===== src/verilog/tmr8_defs.svh =====
`ifndef TMR8_DEFS_SVH
`define TMR8_DEFS_SVH

// register byte offsets
`define TMR8_ADDR_CTRL 8'h00
`define TMR8_ADDR_COUNT 8'h04
`define TMR8_ADDR_CMPA 8'h08
`define TMR8_ADDR_CMPB 8'h0C
`define TMR8_ADDR_FLAGS 8'h10
`define TMR8_ADDR_FORCE 8'h14
`define TMR8_ADDR_PINDIR 8'h18

// control field positions
`define TMR8_CTRL_WSEL_LSB 0
`define TMR8_CTRL_ACTA_LSB 4
`define TMR8_CTRL_ACTB_LSB 6
`define TMR8_CTRL_CSS_LSB 8

// flag, force and direction bit positions
`define TMR8_FLAG_OVF 0
`define TMR8_FLAG_MFA 1
`define TMR8_FLAG_MFB 2
`define TMR8_CH_A 0
`define TMR8_CH_B 1

// count extremes and mode codes
`define TMR8_BOTTOM 8'h00
`define TMR8_MAX 8'hFF
`define TMR8_WSEL_CTC 3'h2
`define TMR8_WSEL_FAST 3'h3
`define TMR8_WSEL_FAST_OCR 3'h7
`define TMR8_CSS_STOP 3'h0

// reset values
`define TMR8_RST_BYTE 8'h00
`define TMR8_RST_WORD 32'h0000_0000

`endif


===== src/verilog/tmr8_pkg.sv =====
`include "tmr8_defs.svh"

package tmr8_pkg;

    typedef enum logic [1:0] {
        TMR8_CLS_NORMAL = 2'b00,
        TMR8_CLS_CTC = 2'b01,
        TMR8_CLS_FAST = 2'b10
    } tmr8_class_e;

    typedef enum logic [1:0] {
        TMR8_ACT_OFF = 2'b00,
        TMR8_ACT_TOGGLE = 2'b01,
        TMR8_ACT_CLEAR = 2'b10,
        TMR8_ACT_SET = 2'b11
    } tmr8_act_e;

    typedef struct packed {
        logic [2:0] wsel;
        logic [1:0] act_a;
        logic [1:0] act_b;
        logic [2:0] css;
        logic [7:0] cnt;
        logic [7:0] ocra;
        logic [7:0] ocrb;
        logic [7:0] ocra_buf;
        logic [7:0] ocrb_buf;
        logic ovf;
        logic mfa;
        logic mfb;
        logic blk;
        logic [1:0] dir;
        logic force_a;
        logic force_b;
        logic pready;
        logic [31:0] prdata;
        logic pslverr;
        logic pin_a;
        logic pin_b;
        logic oe_a;
        logic oe_b;
    } tmr8_state_s;

    typedef struct packed {
        logic wave;
    } tmr8_wave_s;

    // modes outside the three supported ones run as normal counting
    function automatic tmr8_class_e tmr8_class(input logic [2:0] wsel);
        unique case (wsel)
            `TMR8_WSEL_CTC: tmr8_class = TMR8_CLS_CTC;
            `TMR8_WSEL_FAST, `TMR8_WSEL_FAST_OCR: tmr8_class = TMR8_CLS_FAST;
            default: tmr8_class = TMR8_CLS_NORMAL;
        endcase
    endfunction : tmr8_class

    function automatic logic tmr8_mapped(input logic [7:0] addr);
        tmr8_mapped = (addr == `TMR8_ADDR_CTRL) || (addr == `TMR8_ADDR_COUNT) ||
                      (addr == `TMR8_ADDR_CMPA) || (addr == `TMR8_ADDR_CMPB) ||
                      (addr == `TMR8_ADDR_FLAGS) || (addr == `TMR8_ADDR_FORCE) ||
                      (addr == `TMR8_ADDR_PINDIR);
    endfunction : tmr8_mapped

endpackage : tmr8_pkg


===== src/verilog/tmr8_wave_if.sv =====
interface tmr8_wave_if;
    logic nonpwm;
    logic wsel_high;
    tmr8_pkg::tmr8_act_e act;
    logic match;
    logic bottom;
    logic ocr_is_top;
    logic force_hit;
    logic wave;

    modport ctl (
        output nonpwm, wsel_high, act, match, bottom, ocr_is_top, force_hit,
        input wave
    );
    modport ch (
        input nonpwm, wsel_high, act, match, bottom, ocr_is_top, force_hit,
        output wave
    );
endinterface : tmr8_wave_if


===== src/verilog/tmr8_top.sv =====
`include "tmr8_defs.svh"

module tmr8_top (
    // clock, reset and freeze
    input wire logic sys_clk,
    input wire logic rst,
    input wire logic ce,
    // prescaled timer tick, same clock domain
    input wire logic tmr_tick,
    // interrupt service acknowledges
    input wire logic ovf_serviced,
    input wire logic match_a_serviced,
    input wire logic match_b_serviced,
    // apb slave
    input wire logic psel,
    input wire logic penable,
    input wire logic pwrite,
    input wire logic [7:0] paddr,
    input wire logic [31:0] pwdata,
    output logic pready,
    output logic [31:0] prdata,
    output logic pslverr,
    // waveform pins
    output logic wave_out_a,
    output logic wave_oe_a,
    output logic wave_out_b,
    output logic wave_oe_b,
    // flags for an interrupt controller
    output logic overflow_flag,
    output logic match_flag_a,
    output logic match_flag_b
);

    tmr8_pkg::tmr8_state_s st_r;
    tmr8_pkg::tmr8_state_s st_nxt;
    tmr8_pkg::tmr8_class_e cls;
    logic [7:0] top_val;
    logic tick_en;
    logic eq_a;
    logic eq_b;
    logic at_top;
    logic hit_a;
    logic hit_b;
    logic cnt_clear;
    logic bottom_evt;
    logic ovf_set;
    logic access;
    logic wr;
    logic cnt_wr;
    logic cmpa_wr;
    logic cmpb_wr;
    logic flags_wr;
    logic ovf_clr;
    logic mfa_clr;
    logic mfb_clr;

    tmr8_wave_if wa ();
    tmr8_wave_if wb ();

    ////////////////////////////////////////////////////////////////////////////
    // counting events

    assign cls = tmr8_pkg::tmr8_class(st_r.wsel);
    assign top_val = (cls == tmr8_pkg::TMR8_CLS_CTC || st_r.wsel == `TMR8_WSEL_FAST_OCR) ?
                     st_r.ocra : `TMR8_MAX;
    assign tick_en = tmr_tick && (st_r.css != `TMR8_CSS_STOP);
    assign eq_a = (st_r.cnt == st_r.ocra);
    assign eq_b = (st_r.cnt == st_r.ocrb);
    assign at_top = (st_r.cnt == top_val);
    // a count write blocks matches until the next tick has passed
    assign hit_a = tick_en && eq_a && !st_r.blk;
    assign hit_b = tick_en && eq_b && !st_r.blk;
    // ctc top clear follows the compare value directly, unbuffered
    assign cnt_clear = (cls == tmr8_pkg::TMR8_CLS_FAST) ? at_top :
                       (cls == tmr8_pkg::TMR8_CLS_CTC) ? eq_a : 1'b0;
    assign bottom_evt = tick_en && (cls == tmr8_pkg::TMR8_CLS_FAST) && at_top;
    assign ovf_set = tick_en && ((cls == tmr8_pkg::TMR8_CLS_FAST) ? at_top :
                     (st_r.cnt == `TMR8_MAX));

    ////////////////////////////////////////////////////////////////////////////
    // register bus decode

    assign access = psel && penable;
    assign wr = access && st_r.pready && pwrite;
    assign cnt_wr = wr && (paddr == `TMR8_ADDR_COUNT);
    assign cmpa_wr = wr && (paddr == `TMR8_ADDR_CMPA);
    assign cmpb_wr = wr && (paddr == `TMR8_ADDR_CMPB);
    assign flags_wr = wr && (paddr == `TMR8_ADDR_FLAGS);
    assign ovf_clr = (flags_wr && pwdata[`TMR8_FLAG_OVF]) || ovf_serviced;
    assign mfa_clr = (flags_wr && pwdata[`TMR8_FLAG_MFA]) || match_a_serviced;
    assign mfb_clr = (flags_wr && pwdata[`TMR8_FLAG_MFB]) || match_b_serviced;

    ////////////////////////////////////////////////////////////////////////////
    // waveform channels

    assign wa.nonpwm = (cls != tmr8_pkg::TMR8_CLS_FAST);
    assign wa.wsel_high = st_r.wsel[2];
    assign wa.act = tmr8_pkg::tmr8_act_e'(st_r.act_a);
    assign wa.match = hit_a;
    assign wa.bottom = bottom_evt;
    assign wa.ocr_is_top = (st_r.ocra == top_val);
    assign wa.force_hit = st_r.force_a;

    assign wb.nonpwm = (cls != tmr8_pkg::TMR8_CLS_FAST);
    assign wb.wsel_high = st_r.wsel[2];
    assign wb.act = tmr8_pkg::tmr8_act_e'(st_r.act_b);
    assign wb.match = hit_b;
    assign wb.bottom = bottom_evt;
    assign wb.ocr_is_top = (st_r.ocrb == top_val);
    assign wb.force_hit = st_r.force_b;

    tmr8_wave #(
        .TOGGLE_IN_PWM(1'b1)
    ) u_wave_a (
        .sys_clk(sys_clk),
        .rst(rst),
        .ce(ce),
        .wif(wa)
    );

    // channel b has no toggle in pwm
    tmr8_wave #(
        .TOGGLE_IN_PWM(1'b0)
    ) u_wave_b (
        .sys_clk(sys_clk),
        .rst(rst),
        .ce(ce),
        .wif(wb)
    );

    ////////////////////////////////////////////////////////////////////////////
    // next state

    always_comb begin
        st_nxt = st_r;
        st_nxt.force_a = 1'b0;
        st_nxt.force_b = 1'b0;

        // two-cycle access: data is latched while pready is raised
        st_nxt.pready = access && !st_r.pready;
        if (access && !st_r.pready) begin
            st_nxt.pslverr = !tmr8_pkg::tmr8_mapped(paddr);
            st_nxt.prdata = `TMR8_RST_WORD;
            unique case (paddr)
                `TMR8_ADDR_CTRL: begin
                    st_nxt.prdata[`TMR8_CTRL_WSEL_LSB +: 3] = st_r.wsel;
                    st_nxt.prdata[`TMR8_CTRL_ACTA_LSB +: 2] = st_r.act_a;
                    st_nxt.prdata[`TMR8_CTRL_ACTB_LSB +: 2] = st_r.act_b;
                    st_nxt.prdata[`TMR8_CTRL_CSS_LSB +: 3] = st_r.css;
                end
                `TMR8_ADDR_COUNT: st_nxt.prdata[7:0] = st_r.cnt;
                `TMR8_ADDR_CMPA: st_nxt.prdata[7:0] = st_r.ocra_buf;
                `TMR8_ADDR_CMPB: st_nxt.prdata[7:0] = st_r.ocrb_buf;
                `TMR8_ADDR_FLAGS: begin
                    st_nxt.prdata[`TMR8_FLAG_OVF] = st_r.ovf;
                    st_nxt.prdata[`TMR8_FLAG_MFA] = st_r.mfa;
                    st_nxt.prdata[`TMR8_FLAG_MFB] = st_r.mfb;
                end
                `TMR8_ADDR_PINDIR: st_nxt.prdata[1:0] = st_r.dir;
                default: st_nxt.prdata = `TMR8_RST_WORD;
            endcase
        end

        // counter on the timer tick only
        if (tick_en) begin
            st_nxt.cnt = cnt_clear ? `TMR8_BOTTOM : 8'(st_r.cnt + 8'h01);
            st_nxt.blk = 1'b0;
            if (bottom_evt) begin
                st_nxt.ocra = st_r.ocra_buf;
                st_nxt.ocrb = st_r.ocrb_buf;
            end
        end

        // set beats clear on the same cycle
        st_nxt.ovf = (st_r.ovf && !ovf_clr) || ovf_set;
        st_nxt.mfa = (st_r.mfa && !mfa_clr) || hit_a;
        st_nxt.mfb = (st_r.mfb && !mfb_clr) || hit_b;

        if (wr) begin
            unique case (paddr)
                `TMR8_ADDR_CTRL: begin
                    st_nxt.wsel = pwdata[`TMR8_CTRL_WSEL_LSB +: 3];
                    st_nxt.act_a = pwdata[`TMR8_CTRL_ACTA_LSB +: 2];
                    st_nxt.act_b = pwdata[`TMR8_CTRL_ACTB_LSB +: 2];
                    st_nxt.css = pwdata[`TMR8_CTRL_CSS_LSB +: 3];
                end
                `TMR8_ADDR_COUNT: begin
                    st_nxt.cnt = pwdata[7:0];
                    st_nxt.blk = 1'b1;
                end
                `TMR8_ADDR_CMPA: begin
                    st_nxt.ocra_buf = pwdata[7:0];
                    // pwm waits for bottom; other modes take it at once
                    if (cls != tmr8_pkg::TMR8_CLS_FAST) begin
                        st_nxt.ocra = pwdata[7:0];
                    end
                end
                `TMR8_ADDR_CMPB: begin
                    st_nxt.ocrb_buf = pwdata[7:0];
                    if (cls != tmr8_pkg::TMR8_CLS_FAST) begin
                        st_nxt.ocrb = pwdata[7:0];
                    end
                end
                `TMR8_ADDR_FORCE: begin
                    st_nxt.force_a = pwdata[`TMR8_CH_A];
                    st_nxt.force_b = pwdata[`TMR8_CH_B];
                end
                `TMR8_ADDR_PINDIR: st_nxt.dir = pwdata[1:0];
                default: st_nxt.dir = st_r.dir;
            endcase
        end

        // pin follows the wave bit only when connected; direction drives only the oe outputs
        st_nxt.pin_a = (st_r.act_a != tmr8_pkg::TMR8_ACT_OFF) && wa.wave;
        st_nxt.pin_b = (st_r.act_b != tmr8_pkg::TMR8_ACT_OFF) && wb.wave;
        st_nxt.oe_a = st_r.dir[`TMR8_CH_A];
        st_nxt.oe_b = st_r.dir[`TMR8_CH_B];
    end

    always_ff @(posedge sys_clk) begin
        if (rst) begin
            st_r <= '0;
        end else if (ce) begin
            st_r <= st_nxt;
        end
    end

    assign pready = st_r.pready;
    assign prdata = st_r.prdata;
    assign pslverr = st_r.pslverr;
    assign wave_out_a = st_r.pin_a;
    assign wave_oe_a = st_r.oe_a;
    assign wave_out_b = st_r.pin_b;
    assign wave_oe_b = st_r.oe_b;
    assign overflow_flag = st_r.ovf;
    assign match_flag_a = st_r.mfa;
    assign match_flag_b = st_r.mfb;
endmodule : tmr8_top


===== src/verilog/tmr8_wave.sv =====
module tmr8_wave #(
    parameter bit TOGGLE_IN_PWM = 1'b1
) (
    // clock and reset
    input wire logic sys_clk,
    input wire logic rst,
    input wire logic ce,
    // compare events and waveform bit
    tmr8_wave_if.ch wif
);

    tmr8_pkg::tmr8_wave_s st_r;
    tmr8_pkg::tmr8_wave_s st_nxt;

    assign wif.wave = st_r.wave;

    always_comb begin
        st_nxt = st_r;
        if (wif.nonpwm) begin
            // new action is only consulted at a match or force strobe, so a change waits for one
            if (wif.match || wif.force_hit) begin
                unique case (wif.act)
                    tmr8_pkg::TMR8_ACT_OFF: st_nxt.wave = st_r.wave;
                    tmr8_pkg::TMR8_ACT_TOGGLE: st_nxt.wave = ~st_r.wave;
                    tmr8_pkg::TMR8_ACT_CLEAR: st_nxt.wave = 1'b0;
                    tmr8_pkg::TMR8_ACT_SET: st_nxt.wave = 1'b1;
                endcase
            end
        end else begin
            // match at top with a pwm action is ignored; top handles it
            if (wif.match && !(wif.ocr_is_top && wif.act[1])) begin
                unique case (wif.act)
                    tmr8_pkg::TMR8_ACT_OFF: st_nxt.wave = st_r.wave;
                    tmr8_pkg::TMR8_ACT_TOGGLE: st_nxt.wave = (TOGGLE_IN_PWM && wif.wsel_high) ? ~st_r.wave : st_r.wave;
                    tmr8_pkg::TMR8_ACT_CLEAR: st_nxt.wave = 1'b0;
                    tmr8_pkg::TMR8_ACT_SET: st_nxt.wave = 1'b1;
                endcase
            end
            if (wif.bottom) begin
                if (wif.act == tmr8_pkg::TMR8_ACT_CLEAR) begin
                    st_nxt.wave = 1'b1;
                end else if (wif.act == tmr8_pkg::TMR8_ACT_SET) begin
                    st_nxt.wave = 1'b0;
                end
            end
        end
    end

    always_ff @(posedge sys_clk) begin
        if (rst) begin
            st_r <= '0;
        end else if (ce) begin
            st_r <= st_nxt;
        end
    end
endmodule : tmr8_wave


===== config.mk =====
export PLATFORM = sky130hd
export DESIGN_NAME = tmr8_top
export DESIGN_NICKNAME = d
export VERILOG_FILES = /design/src/verilog/tmr8_pkg.sv /design/src/verilog/tmr8_wave_if.sv /design/src/verilog/tmr8_top.sv /design/src/verilog/tmr8_wave.sv
export VERILOG_INCLUDE_DIRS = /design/src /design/src/verilog
export SDC_FILE = /design/constraint.sdc
export NUM_CORES = 1
export LEC_CHECK = 0
export BUFFER_PORTS_ARGS = -buffer_cell sky130_fd_sc_hd__clkbuf_2
export CAP_MARGIN = 20
export CELL_PAD_IN_SITES_DETAIL_PLACEMENT = 1
export CELL_PAD_IN_SITES_GLOBAL_PLACEMENT = 1
export CORE_ASPECT_RATIO = 1.5
export CORE_MARGIN = 2
export CORE_UTILIZATION = 42
export CTS_CLUSTER_SIZE = 8
export DETAILED_ROUTE_END_ITERATION = 16
export PLACE_DENSITY_LB_ADDON = 0.1
export SETUP_SLACK_MARGIN = 0.2
export SLEW_MARGIN = 5
export SYNTH_ARGS = -nofsm -noshare
export SYNTH_HDL_FRONTEND = slang
export SYNTH_SLANG_ARGS = --single-unit

===== constraint.sdc =====
create_clock -name sys_clk -period 2.4 [get_ports sys_clk]
set_input_delay 0.24 -clock sys_clk [delete_from_list [all_inputs] [get_ports sys_clk]]
set_output_delay 0.24 -clock sys_clk [all_outputs]
set_load 0.02 [all_outputs]

Yosys cells after proc, flatten, opt, wreduce, memory -nomap -nowiden
Index checks and enable logic that the tools add are counted.
{"block": "totals", "reg_bits": 77, "inputBits": 50, "out_inout_bits": 41, "wordCells": 162}
{"block": "classes", "add_sub_neg": 1, "n_eq_ne": 28, "mux": 43, "bitwise": 2, "reduce_logical": 63}
{"cell": "2-to-1 mux 8 bit", "count": 9}
{"cell": "== test 8 bit", "count": 5}
{"cell": "2-to-1 mux 40 bit", "count": 1}
{"cell": "logical AND 1 bit", "count": 25}
{"cell": "== test 8 x 5 -> 1 bit (second input constant)", "count": 3}
{"cell": "2-to-1 mux 24 bit", "count": 1}
{"cell": "2-to-1 mux 1 bit", "count": 18}
{"cell": "AND reduction 3 bit", "count": 6}
{"cell": "== test 8 x 4 -> 1 bit (second input constant)", "count": 2}
{"cell": "2-to-1 mux 16 bit", "count": 1}
{"cell": "one-hot mux 4 bit (4 select lines)", "count": 1}
{"cell": "logical OR 1 bit", "count": 15}
{"cell": "one-hot mux 1 bit (3 select lines)", "count": 4}
{"cell": "one-hot mux 2 bit (6 select lines)", "count": 1}
{"cell": "== test 2 bit (second input constant)", "count": 5}
{"cell": "adder 8 x 1 -> 8 bit (second input constant)", "count": 1}
{"cell": "== test 8 x 3 -> 1 bit (second input constant)", "count": 1}
{"cell": "== test 8 bit (second input constant)", "count": 1}
{"cell": "logical NOT 1 bit", "count": 8}
{"cell": "logical NOT 8 bit", "count": 1}
{"cell": "!= test 2 bit (second input constant)", "count": 4}
{"cell": "== test 2 x 1 -> 1 bit (second input constant)", "count": 3}
{"cell": "== test 3 x 2 -> 1 bit (second input constant)", "count": 2}
{"cell": "2-to-1 mux 5 bit", "count": 1}
{"cell": "13 further kinds", "count": 18}

Longest topological paths before layout
Gate-level depths: netlist (run 1).
{"block": "depth", "ltp_word": 15, "mapped_depth": 10, "depth_no_buf": 7}

By module
From an unflattened synthesis (run 1), not the netlist that was laid out.
{"block": "hier_totals", "hier_cells": 549, "hier_area_um2": 4595.7}
{"mod": "tmr8_top", "n_inst": 1, "cells_each": 517, "area_per_inst_um2": 4356.7, "seq_area_each_um2": 1501.4}
{"mod": "tmr8_wave (u_wave_a)", "n_inst": 1, "cells_each": 18, "area_per_inst_um2": 130.1, "seq_area_each_um2": 20.0}
{"mod": "tmr8_wave (u_wave_b)", "n_inst": 1, "cells_each": 14, "area_per_inst_um2": 108.9, "seq_area_each_um2": 20.0}

Least setup slack after synthesis (run 1)
No wires, ideal clock.
{"block": "synth_path", "path_kind": "reg2reg", "start": "reg st_r[78] (netlist name)", "end": "reg st_r[72] (netlist name)", "setup_time_ps": 87, "t_arrival_ps": 2028, "t_required_ps": 2313, "slack_ps": 284, "stages_incl_launch_ff": 10, "path_buffers": 2, "period_less_slack_ps": 2116, "cell_sequence": "dfxtp_1 clkbuf_1 xnor2_1 nand4_1 nand4b_1 nand4_4 or2_1 buf_6 a21o_4 a221oi_2"}
{"block": "synth_via", "elab_chain_cells": 7}
{"element": "from (decl)", "line": "tmr8_top.sv:34", "source": "tmr8_pkg::tmr8_state_s st_r;"}
{"element": "from (signal assigned)", "line": "tmr8_top.sv:224", "source": "st_r <= st_nxt;"}
{"element": "== test 8 bit (*)", "line": "tmr8_top.sv:69", "source": "assign at_top = (st_r.cnt == top_val);"}
{"element": "logical AND 1 bit (*)", "line": "tmr8_top.sv:76", "source": "assign bottom_evt = tick_en && (cls == tmr8_pkg::TMR8_CLS_FAST) && at_top;"}
{"element": "2-to-1 mux 16 bit (*)", "line": "tmr8_top.sv:168", "source": "if (bottom_evt) begin"}
{"element": "2-to-1 mux 24 bit (*)", "line": "tmr8_top.sv:165", "source": "if (tick_en) begin"}
{"element": "2-to-1 mux 8 bit", "line": "tmr8_top.sv:194", "source": "if (cls != tmr8_pkg::TMR8_CLS_FAST) begin"}
{"element": "2-to-1 mux 8 bit", "line": "tmr8_top.sv:180", "source": "unique case (paddr)"}
{"element": "2-to-1 mux 40 bit (*)", "line": "tmr8_top.sv:179", "source": "if (wr) begin"}
Every way passes the cells marked *; elsewhere a longest branch is shown, timed or not.
A chain may end at the register's enable or synchronous reset.

==> results.txt, run 1 <==
Status: completed
Area delta synth->final: 18.75%
Worst hold path endpoint: st_r[86]
Tmin final: 2.226 ns
Initial antenna violation count: 1
Vias/cell: 5.964
Startpoint Class: flop
Commonest non-fill, non-tap cell in the layout: dfxtp_1
Mapped Area: 4777 µm²
Leading register cell type out of synthesis: dfxtp_1
Clock buffer depth: 2
Worst-Skew Late Latency: 0.35 ns
DR pass1 iterations: 4
IO Pins: 91
CTS tree: yes
Clk sink count: 77
Worst reg2reg startpoint: st_r[84]
TritonCTS Buffers: 9
Worst reg2reg setup slack: 0.17 ns
Critical Path AT: 2.48 ns
Core area: 11060 µm²
Min-delay src: pwdata[8]
Drt wl/cell: 22.02 µm
Setup tns final: 0 ns
Actual slew at the worst max-slew pin: 0.5908 ns
Crit path max fanout: 8
Pins Over Slew Limit: 0
Final setup viols: 0
Worst path required time: 2.65 ns
Commonest cells after routing, fill and taps aside: 71 x dfxtp_1, 58 x nor2_1, 47 x clkbuf_2
Total gr overflow: 0
Total GRT Usage: 27.51%
GP Congestion: 0.9529
Peak VDD IR: 0.0003737 V
Async set or reset register ratio after synthesis: 0%
Initial Utilization: 43.21%
Die area: 12260 µm²
Syn Area/Cell: 8.455 µm²
Vias in the first global route: 4712
Area after DPL: 5191 µm²
Share of cells above drive strength 1: 27.41%
Port bufs: 48
Worst Reg-to-Reg Cells: 8
EDFF count, synth: 0
Standard-cell rows: 47
Post-synthesis register bit count: 77
Die width: 91.08 µm
Power Density: 555.8 nW/µm²
Leakage: 2.090 nW
Relative slew slack: 60.31%
Largest net degree at the start of global routing: 46
Crit. End Element: flop
Clock-pin transition on the worst setup and hold timing paths: 0.06 ns
Diodes inserted: 0
CTS H-Tree Depth: 3
Post-route ant nets: 0
Min-Delay Path Class: primary input to flop
DRC: 0
Wirelength, routed: 16730 µm
Worst Skew: 0.007816 ns
Die Y: 134.6 µm
Synth unique cells: 66
Register area share after synthesis: 32.27%
Initial DRC count: 236
Unrepaired setup endpoints after global routing: yes
Hold Violations, Final: 0
DR vias: 4533
Clk root buf: clkbuf_16
First-pass GRT wire length: 26050 µm
FMAX: 0.4493 GHz
Warnings, synthesis: 0
Maxcap violations: 0
Post-route clock period utilization: 92.74%
Final Instance Area: 5673 µm²
Nets@finish: 659
Worst Hold Depth: 3
Crit Path Category: flop to flop
Syn Inst Count: 565
Hpwl dp: 12450 µm
-- sequential cells by signal, indices dropped and copies added (netlist names), 2 cells and up, named ones only --
name,count
prdata,11
st_nxt,2
st_r,47
wa.act,2
wb.act,2
-- synthesized netlist by cell type, drive strengths merged (6+ instances only) --
cell,number,share of area (%)
dfxtp,77,32
nor2,59,4.7
buf,48,6.8
nand2,41,3.2
clkbuf,36,2.9
mux2i,32,6.7
a21oi,25,2.6
inv,25,2.0
nand3,23,2.4
nand4,21,3.1
a221oi,20,5.8
o22ai,17,2.2
xnor2,17,3.3
a22oi,10,1.6
o21ai,10,1.0
a211oi,8,1.3
a31oi,8,1.0
mux4,7,3.4
nor3,6,0.63
nor4,6,0.79
-- worst max-delay path by stage --
stage               startpoint          to  slack, ns  cells past startpoint
floorplan             st_r[78]    st_r[72]       0.28                      9
global placement            ce   prdata[8]       0.07                      7
detailed placement          ce  prdata[10]       0.05                      7
CTS                   st_r[94]        flop       0.14                      7
global route          st_r[84]        flop       0.05                      8
finish                st_r[84]        flop       0.17                      8
-- metrics by stage --
step	power (mW)	instances	hold slack (ns)	util [%]	setup WS, ns
final	3.153	760	0.1275	51.31	0.1742
after global placement	1.528	743	0.4442	46.96	0.07032
after detailed placement	1.535	743	0.4472	46.96	0.04596
after floorplan	1.479	585	0.3839	-	0.2844
after global routing	3.228	760	0.1649	51.31	0.04655
after CTS	3.172	759	0.1236	50.40	0.1432
-- routing by layer --
layer	share of wire (%)	wire length (µm)	GRT usage [%]
met1	38	6396	30.34
met2	53	8811	49.47
met3	3.6	598	4.353
met4	5.5	912	16.33
met5	0.072	12	0
-- final cells by class --
cell class | count | area (µm²)
fill | 1376 | 5383
timing repair buffer | 96 | 629.4
tap | 147 | 183.9
clock buffer | 11 | 252.7
multi-input combinational | 399 | 2853
clock inverter | 5 | 106.4
inverter | 25 | 93.84
sequential | 77 | 1554
-- worst max-delay path, cell delays in order (launching register included) --
cell and delay [ns]:
dfxtp_4 0.38, buf_4 0.16, xnor2_1 0.19, nand4_1 0.16
nor2_1 0.17, a41o_1 0.21, or4b_4 0.47, o2111a_1 0.16
a311oi_1 0.23
-- cell families after synthesis --
| group | after synthesis | synth area share, % |
|---|---|---|
| simple gates | 188 | 20.22 |
| compound gates | 130 | 21.56 |
| buf+inv | 109 | 11.66 |
| flops | 77 | 32.27 |
| mux | 40 | 10.32 |
| xor+xnor | 19 | 3.641 |
| fa+ha+maj | 1 | 0.2619 |
| other cells | 1 | 0.07850 |
-- power by group --
group          total, mW  leakage, nW  switching (mW)  internal (mW)
combinational      0.220         1.29           0.158         0.0617
sequential          1.29        0.624         0.00739           1.28
clock               1.64        0.172           0.569           1.07
total               3.15         2.09           0.735           2.42
-- what timing repair did --
action / 4_1_cts / 5_1_grt
pin swaps: 0 / 5
hold buffers: 0 / 0
endpoints found under the setup margin: 23 / 24
setup buffers: 0 / 1
resized for setup: 8 / 20
(Power assumes the default switching activity.)
==> run 2: changes to the inputs <==
Settings changed: CORE_MARGIN 2 to not set.
==> results.txt, run 2 (synthesis gave the netlist of run 1 again) <==
Clock-pin transition on the worst setup and hold timing paths: 0.06 ns (about the same)
Psw: 0.7188 mW (-2.1%)
Share of cells above drive strength 1: 27.64% (+0.24 points)
Crit path max fanout: 10 (+2)
Clock buffer depth: 2 (unchanged)
Clock power share: 49.3% (-2.8 points)
Startpoint Class: flop
Slowest-stage cell, CP: dfxtp_4
Commonest cells after routing, fill and taps aside: 70 x dfxtp_1, 58 x nor2_1, 47 x clkbuf_2
Core area: 11060 µm² (unchanged)
Vias/cell: 5.919 (-0.77%)
Maxcap violations: 0 (unchanged)
Die width: 89.08 µm (-2.2%)
Actual slew at the worst max-slew pin: 0.5560 ns (-0.03480 ns)
IO Pins: 91 (unchanged)
DR vias: 4510 (-0.51%)
Status: completed
Initial Utilization: 43.21% (unchanged)
Final setup viols: 0 (unchanged)
Wirelength, routed: 16460 µm (-1.6%)
Cell Int Power: 2.255 mW (-6.8%)
Relative slew slack: 62.62% (+2.3 points)
Seq pwr share: 43.3% (+2.4 points)
Commonest non-fill, non-tap cell in the layout: dfxtp_1
TritonCTS Buffers: 9 (unchanged)
Vias in the first global route: 4657 (-1.2%)
Peak VDD IR: 0.0003322 V (-11%)
Tmin final: 2.234 ns (+0.008195 ns)
Clk sink count: 77 (unchanged)
CP Cell Sequence: xnor2_4, buf_6, buf_16, a31oi_1, nor4_1, o21ai_1, o31a_1, a41oi_1, a311oi_2
Tot Pwr: 2.974 mW (-5.7%)
Power Density: 523.4 nW/µm² (-5.8%)
CTS H-Tree Depth: 3 (unchanged)
Diodes inserted: 0 (unchanged)
Gate power share: 7.4% (+0.4 points)
Crit. End Element: flop
Total gr overflow: 0 (unchanged)
Pins Over Slew Limit: 0 (unchanged)
Unrepaired setup endpoints after global routing: yes
Die Y: 132.6 µm (-1.5%)
Total GRT Usage: 29.18% (+1.7 points)
Hold Buf Count CTS: 0 (unchanged)
Critical Path AT: 2.45 ns (-0.03 ns)
FMAX: 0.4476 GHz (-0.37%)
Clk root buf: clkbuf_16
CTS tree: yes
Largest Register: st_r
Max reg flops: 47 (unchanged)
Drt wl/cell: 21.60 µm (-1.9%)
Post-route ant nets: 0 (unchanged)
Min-Delay Path Class: primary input to flop
DRC: 0 (unchanged)
Hold Violations, Final: 0 (unchanged)
Hpwl dp: 12280 µm (-1.4%)
First-pass GRT wire length: 25510 µm (-2.1%)
Die area: 11810 µm² (-3.6%)
Standard-cell rows: 47 (unchanged)
Worst-Skew Late Latency: 0.34 ns (about the same)
Placed Cells: 741 (-0.27%)
Initial DRC count: 288 (+22%)
Largest net degree at the start of global routing: 40 (-13%)
Sw Share: 24.17% (+0.88 points)
Post-route clock period utilization: 93.08% (+0.34 points)
GP Congestion: 0.8755 (-8.1%)
CP max stage delay: 0.36 ns (-0.11 ns)
Worst Skew: 0.004551 ns (-0.003265 ns)
Finished Layout Cells: 762 (+0.26%)
Crit Path Category: flop to flop
Initial antenna violation count: 0 (-1)
Area delta synth->final: 18.94%
Setup tns final: 0 ns (unchanged)
Nets@finish: 661 (+0.30%)
Number of fillers in the final layout: 1348 (-2.0%)
DR pass1 iterations: 4 (unchanged)
Port bufs: 48 (unchanged)
Leakage: 2.093 nW (+0.13%)
Worst path required time: 2.61 ns (-0.04 ns)
run 2: area by class of cell:
cell class,count,area [µm²],area share (%)
repair buffers,98,655.6,11.54
clock buffers,10,229.0,4.030
flip-flops and latches,77,1553,27.33
well taps,147,183.9,3.237
multi-input cells,399,2879,50.67
inverters,25,93.84,1.652
clock inverters,6,87.58,1.542
run 2: metal layers:
layer / wire length, µm / vias up / global-route usage, %
li1: - / 2114 / -
met1: 6215 / 2220 / 32.31
met2: 8793 / 135 / 51.23
met3: 709 / 41 / 6.238
met4: 739 / 0 / 14.37
met5: 0 / - / 0
run 2: worst max-delay path, delay by kind of cell, from the launching register on:
| kind | cells | cell delay [ns] |
|---|---|---|
| AOI/OAI and AO/OA | 5 | 0.95 |
| DFF | 1 | 0.36 |
| buffers and inverters | 2 | 0.29 |
| and+or+nand+nor | 1 | 0.29 |
| xor gates and xnor gates | 1 | 0.20 |
run 2: through the flow:
step                      cell area [µm²]  setup WS, ns  hold WS (ns)  utilization [%]
after floorplan                      4852        0.2844        0.3839                -
after global placement               5164       0.06678        0.4459            46.71
after detailed placement             5164       0.03016        0.4507            46.71
after CTS                            5624        0.2077        0.1436            50.87
after global routing                 5682      -0.05319        0.1447            51.39
final                                5682        0.1660        0.1461            51.39
run 2: path summary, 6_finish.rpt:
path / slack (ns) / cells past startpoint / from / to
worst min-delay path: 0.15 / 3 / pwdata[8] / st_r[86]
worst max register to register: 0.17 / 9 / st_r[93] / flop
worst min register to register: 0.45 / 2 / prdata[3] / prdata[3]
worst max-delay path: 0.17 / 9 / st_r[93] / flop
run 2: power groups by stage:
stage	Sequential, mW	Clock, mW	Combinational, mW
global placement	1.32	0	0.209
finish	1.29	1.47	0.219
CTS	1.29	1.50	0.216
floorplan	1.32	0	0.162
detailed placement	1.32	0	0.214
global route	1.29	1.55	0.234
run 2: what timing repair did:
action                     CTS  global route
pin swaps                   15             9
setup buffers                3             1
resized for setup           24             9
gates cloned                 1             0
setup endpoints to repair   19            19
==> run 3: changes to the inputs <==
--- a/config.mk
+++ b/config.mk
@@ -13,5 +13,5 @@
 export CORE_ASPECT_RATIO = 1.5
 export CORE_UTILIZATION = 42
-export CTS_CLUSTER_SIZE = 8
+export CTS_CLUSTER_SIZE = 16
 export DETAILED_ROUTE_END_ITERATION = 16
 export PLACE_DENSITY_LB_ADDON = 0.1
==> constraint.sdc (replaced) <==
create_clock -name sys_clk -period 2.4 [get_ports sys_clk]
set_input_delay 0.36 -clock sys_clk [delete_from_list [all_inputs] [get_ports sys_clk]]
set_output_delay 0.36 -clock sys_clk [all_outputs]
set_load 0.02 [all_outputs]
==> results.txt, run 3 (synthesis gave the netlist of run 1 again) <==
Slowest-stage cell, CP: dfxtp_4
Largest net degree at the start of global routing: 36 (-10%)
Initial DRC count: 333 (+16%)
Worst Reg-to-Reg Cells: 10 (+1)
CTS H-Tree Depth: 3 (unchanged)
First-pass GRT wire length: 25050 µm (-1.8%)
Hold Buf Count CTS: 0 (unchanged)
Sw Share: 26.05% (+1.9 points)
Critical Path AT: 2.50 ns (+0.05 ns)
CP Cell Sequence: xnor2_4, buf_12, buf_4, buf_6, nand4_1, a21boi_0, o21ai_1, o31a_1, a41oi_2, a311oi_2
Largest Register: st_r
Core area: 11060 µm² (unchanged)
Vias/cell: 6.034 (+1.9%)
CTS tree: yes
Status: completed
Total GRT Usage: 28.70% (-0.48 points)
Power Density: 506.5 nW/µm² (-3.2%)
Placed Cells: 747 (+0.81%)
Standard-cell rows: 47 (unchanged)
Hold Violations, Final: 0 (unchanged)
Nets@finish: 668 (+1.1%)
Die area: 11810 µm² (unchanged)
Die width: 89.08 µm (unchanged)
Number of fillers in the final layout: 1349 (+0.074%)
IO Pins: 91 (unchanged)
Relative slew slack: 55.08% (-7.5 points)
Crit path max fanout: 5 (-5)
Peak VDD IR: 0.0003135 V (-5.6%)
Die Y: 132.6 µm (unchanged)
Actual slew at the worst max-slew pin: 0.6680 ns (+0.1120 ns)
Worst reg2reg setup slack: 0.12 ns (-0.05 ns)
Vias in the first global route: 4603 (-1.2%)
Pins Over Slew Limit: 0 (unchanged)
Area delta synth->final: 20.46%
Area occupied by multi-input gates: 2893 µm² (+0.48%)
Critical Path Source: st_r[93]
WL met2: 9223 µm (+4.9%)
Tot Pwr: 2.915 mW (-2.0%)
Final Instance Area: 5754 µm² (+1.3%)
Met1 wire length: 6487 µm (+4.4%)
Port bufs: 48 (unchanged)
Worst reg2reg startpoint: st_r[93]
Drt wl/cell: 22.33 µm (+3.4%)
Initial antenna violation count: 0 (unchanged)
Leakage: 2.119 nW (+1.2%)
Min-delay src: pwdata[8]
Worst Skew: 0.007229 ns (+0.002678 ns)
Initial Utilization: 43.21% (unchanged)
Worst path required time: 2.61 ns (about the same)
Top routing layer used: met4
DRC: 0 (unchanged)
Hold slack final: 0.2469 ns (+0.1008 ns)
GP Congestion: 0.9302 (+6.2%)
Clk root buf: clkbuf_16
CP max stage delay: 0.37 ns (about the same)
Wirelength, routed: 17170 µm (+4.3%)
Finished Layout Cells: 769 (+0.92%)
Commonest non-fill, non-tap cell in the layout: dfxtp_1
Worst Hold Depth: 3 (unchanged)
Commonest cells after routing, fill and taps aside: 69 x dfxtp_1, 58 x nor2_1, 51 x buf_4
Crit Path Category: flop to flop
Hpwl dp: 12200 µm (-0.67%)
Max reg flops: 47 (unchanged)
PnR worst setup slack: 0.1179 ns (-0.04818 ns)
Worst hold path endpoint: st_r[86]
DR vias: 4640 (+2.9%)
Setup tns final: 0 ns (unchanged)
Clock-pin transition on the worst setup and hold timing paths: 0.07 ns (about the same)
DR pass1 iterations: 4 (unchanged)
Total gr overflow: 0 (unchanged)
Area after DPL: 5209 µm² (+0.87%)
Clk sink count: 77 (unchanged)
Cell Int Power: 2.155 mW (-4.4%)
Crit. End Element: flop
Tmin final: 2.282 ns (+0.04818 ns)
Gate power share: 7.6% (+0.2 points)
DP Worst Slack: 0.04399 ns (+0.01383 ns)
Share of cells above drive strength 1: 29.58% (+1.9 points)
FMAX: 0.4382 GHz (-2.1%)
Post-route ant nets: 0 (unchanged)
Worst-Skew Late Latency: 0.35 ns (about the same)
Clock buffer depth: 2 (unchanged)
Maxcap violations: 0 (unchanged)
Finished Core Util: 52.05% (+0.66 points)
Min-Delay Path Class: primary input to flop
Diodes inserted: 0 (unchanged)
Psw: 0.7594 mW (+5.6%)
TritonCTS Buffers: 9 (unchanged)
Post-route clock period utilization: 95.09% (+2.0 points)
Seq pwr share: 44.3% (+1.0 points)
Startpoint Class: flop
Final setup viols: 0 (unchanged)
Unrepaired setup endpoints after global routing: yes
Register Area: 1554 µm² (about the same)
WL met3: 657 µm (-7.3%)
Clock power share: 48.1% (-1.2 points)
[run 3: cell count changes in the layout (fill, tap and decap cells not counted), moves of 2 or more]
cell,change
nand4b_4,-2
clkinv_2,-2
clkinvlp_4,+3
buf_4,+5
nand4b_2,+2
clkbuf_16,+2
[run 3: final cells by class]
type / instances / area share [%]
clock buffers: 11 / 4.044
inverters: 25 / 1.631
multi-input cells: 399 / 50.27
flip-flops and latches: 77 / 27.01
clock inverters: 5 / 1.065
repair buffers: 105 / 12.79
well taps: 147 / 3.196
[run 3: worst max path at each step]
stage / to / slack (ns) / cells after the start
floorplan: st_r[86] / 0.28 / 7
global placement: prdata[9] / 0.12 / 9
detailed placement: prdata[8] / 0.04 / 9
CTS: flop / 0.15 / 8
global route: flop / -0.004 / 8
finish: flop / 0.12 / 10
[run 3: timing repair]
action / in CTS / in global routing
cloned: 0 / 3
buffers inserted: 1 / 2
endpoints found under the setup margin: 22 / 25
pin swaps: 1 / 24
resized for setup: 8 / 28
[run 3: worst max-delay path: cells and delay by family, from the launching register on]
| kind | cells | cell delay (ns) |
|---|---|---|
| xor gates and xnor gates | 1 | 0.19 |
| AOI/OAI and AO/OA | 5 | 1.06 |
| DFF | 1 | 0.37 |
| and+or+nand+nor | 1 | 0.14 |
| buffers and inverters | 3 | 0.37 |
[run 3: per-layer routing]
layer	vias up	GRT usage (%)
li1	2129	-
met2	144	50.55
met4	0	16.84
met3	55	4.055
met5	-	0
met1	2312	31.70
[run 3: power by group through the flow]
stage	Sequential [mW]	Combinational, mW	Clock, mW
floorplan	1.32	0.162	0
global placement	1.32	0.211	0
detailed placement	1.32	0.214	0
CTS	1.29	0.215	1.42
global route	1.29	0.235	1.48
finish	1.29	0.221	1.40
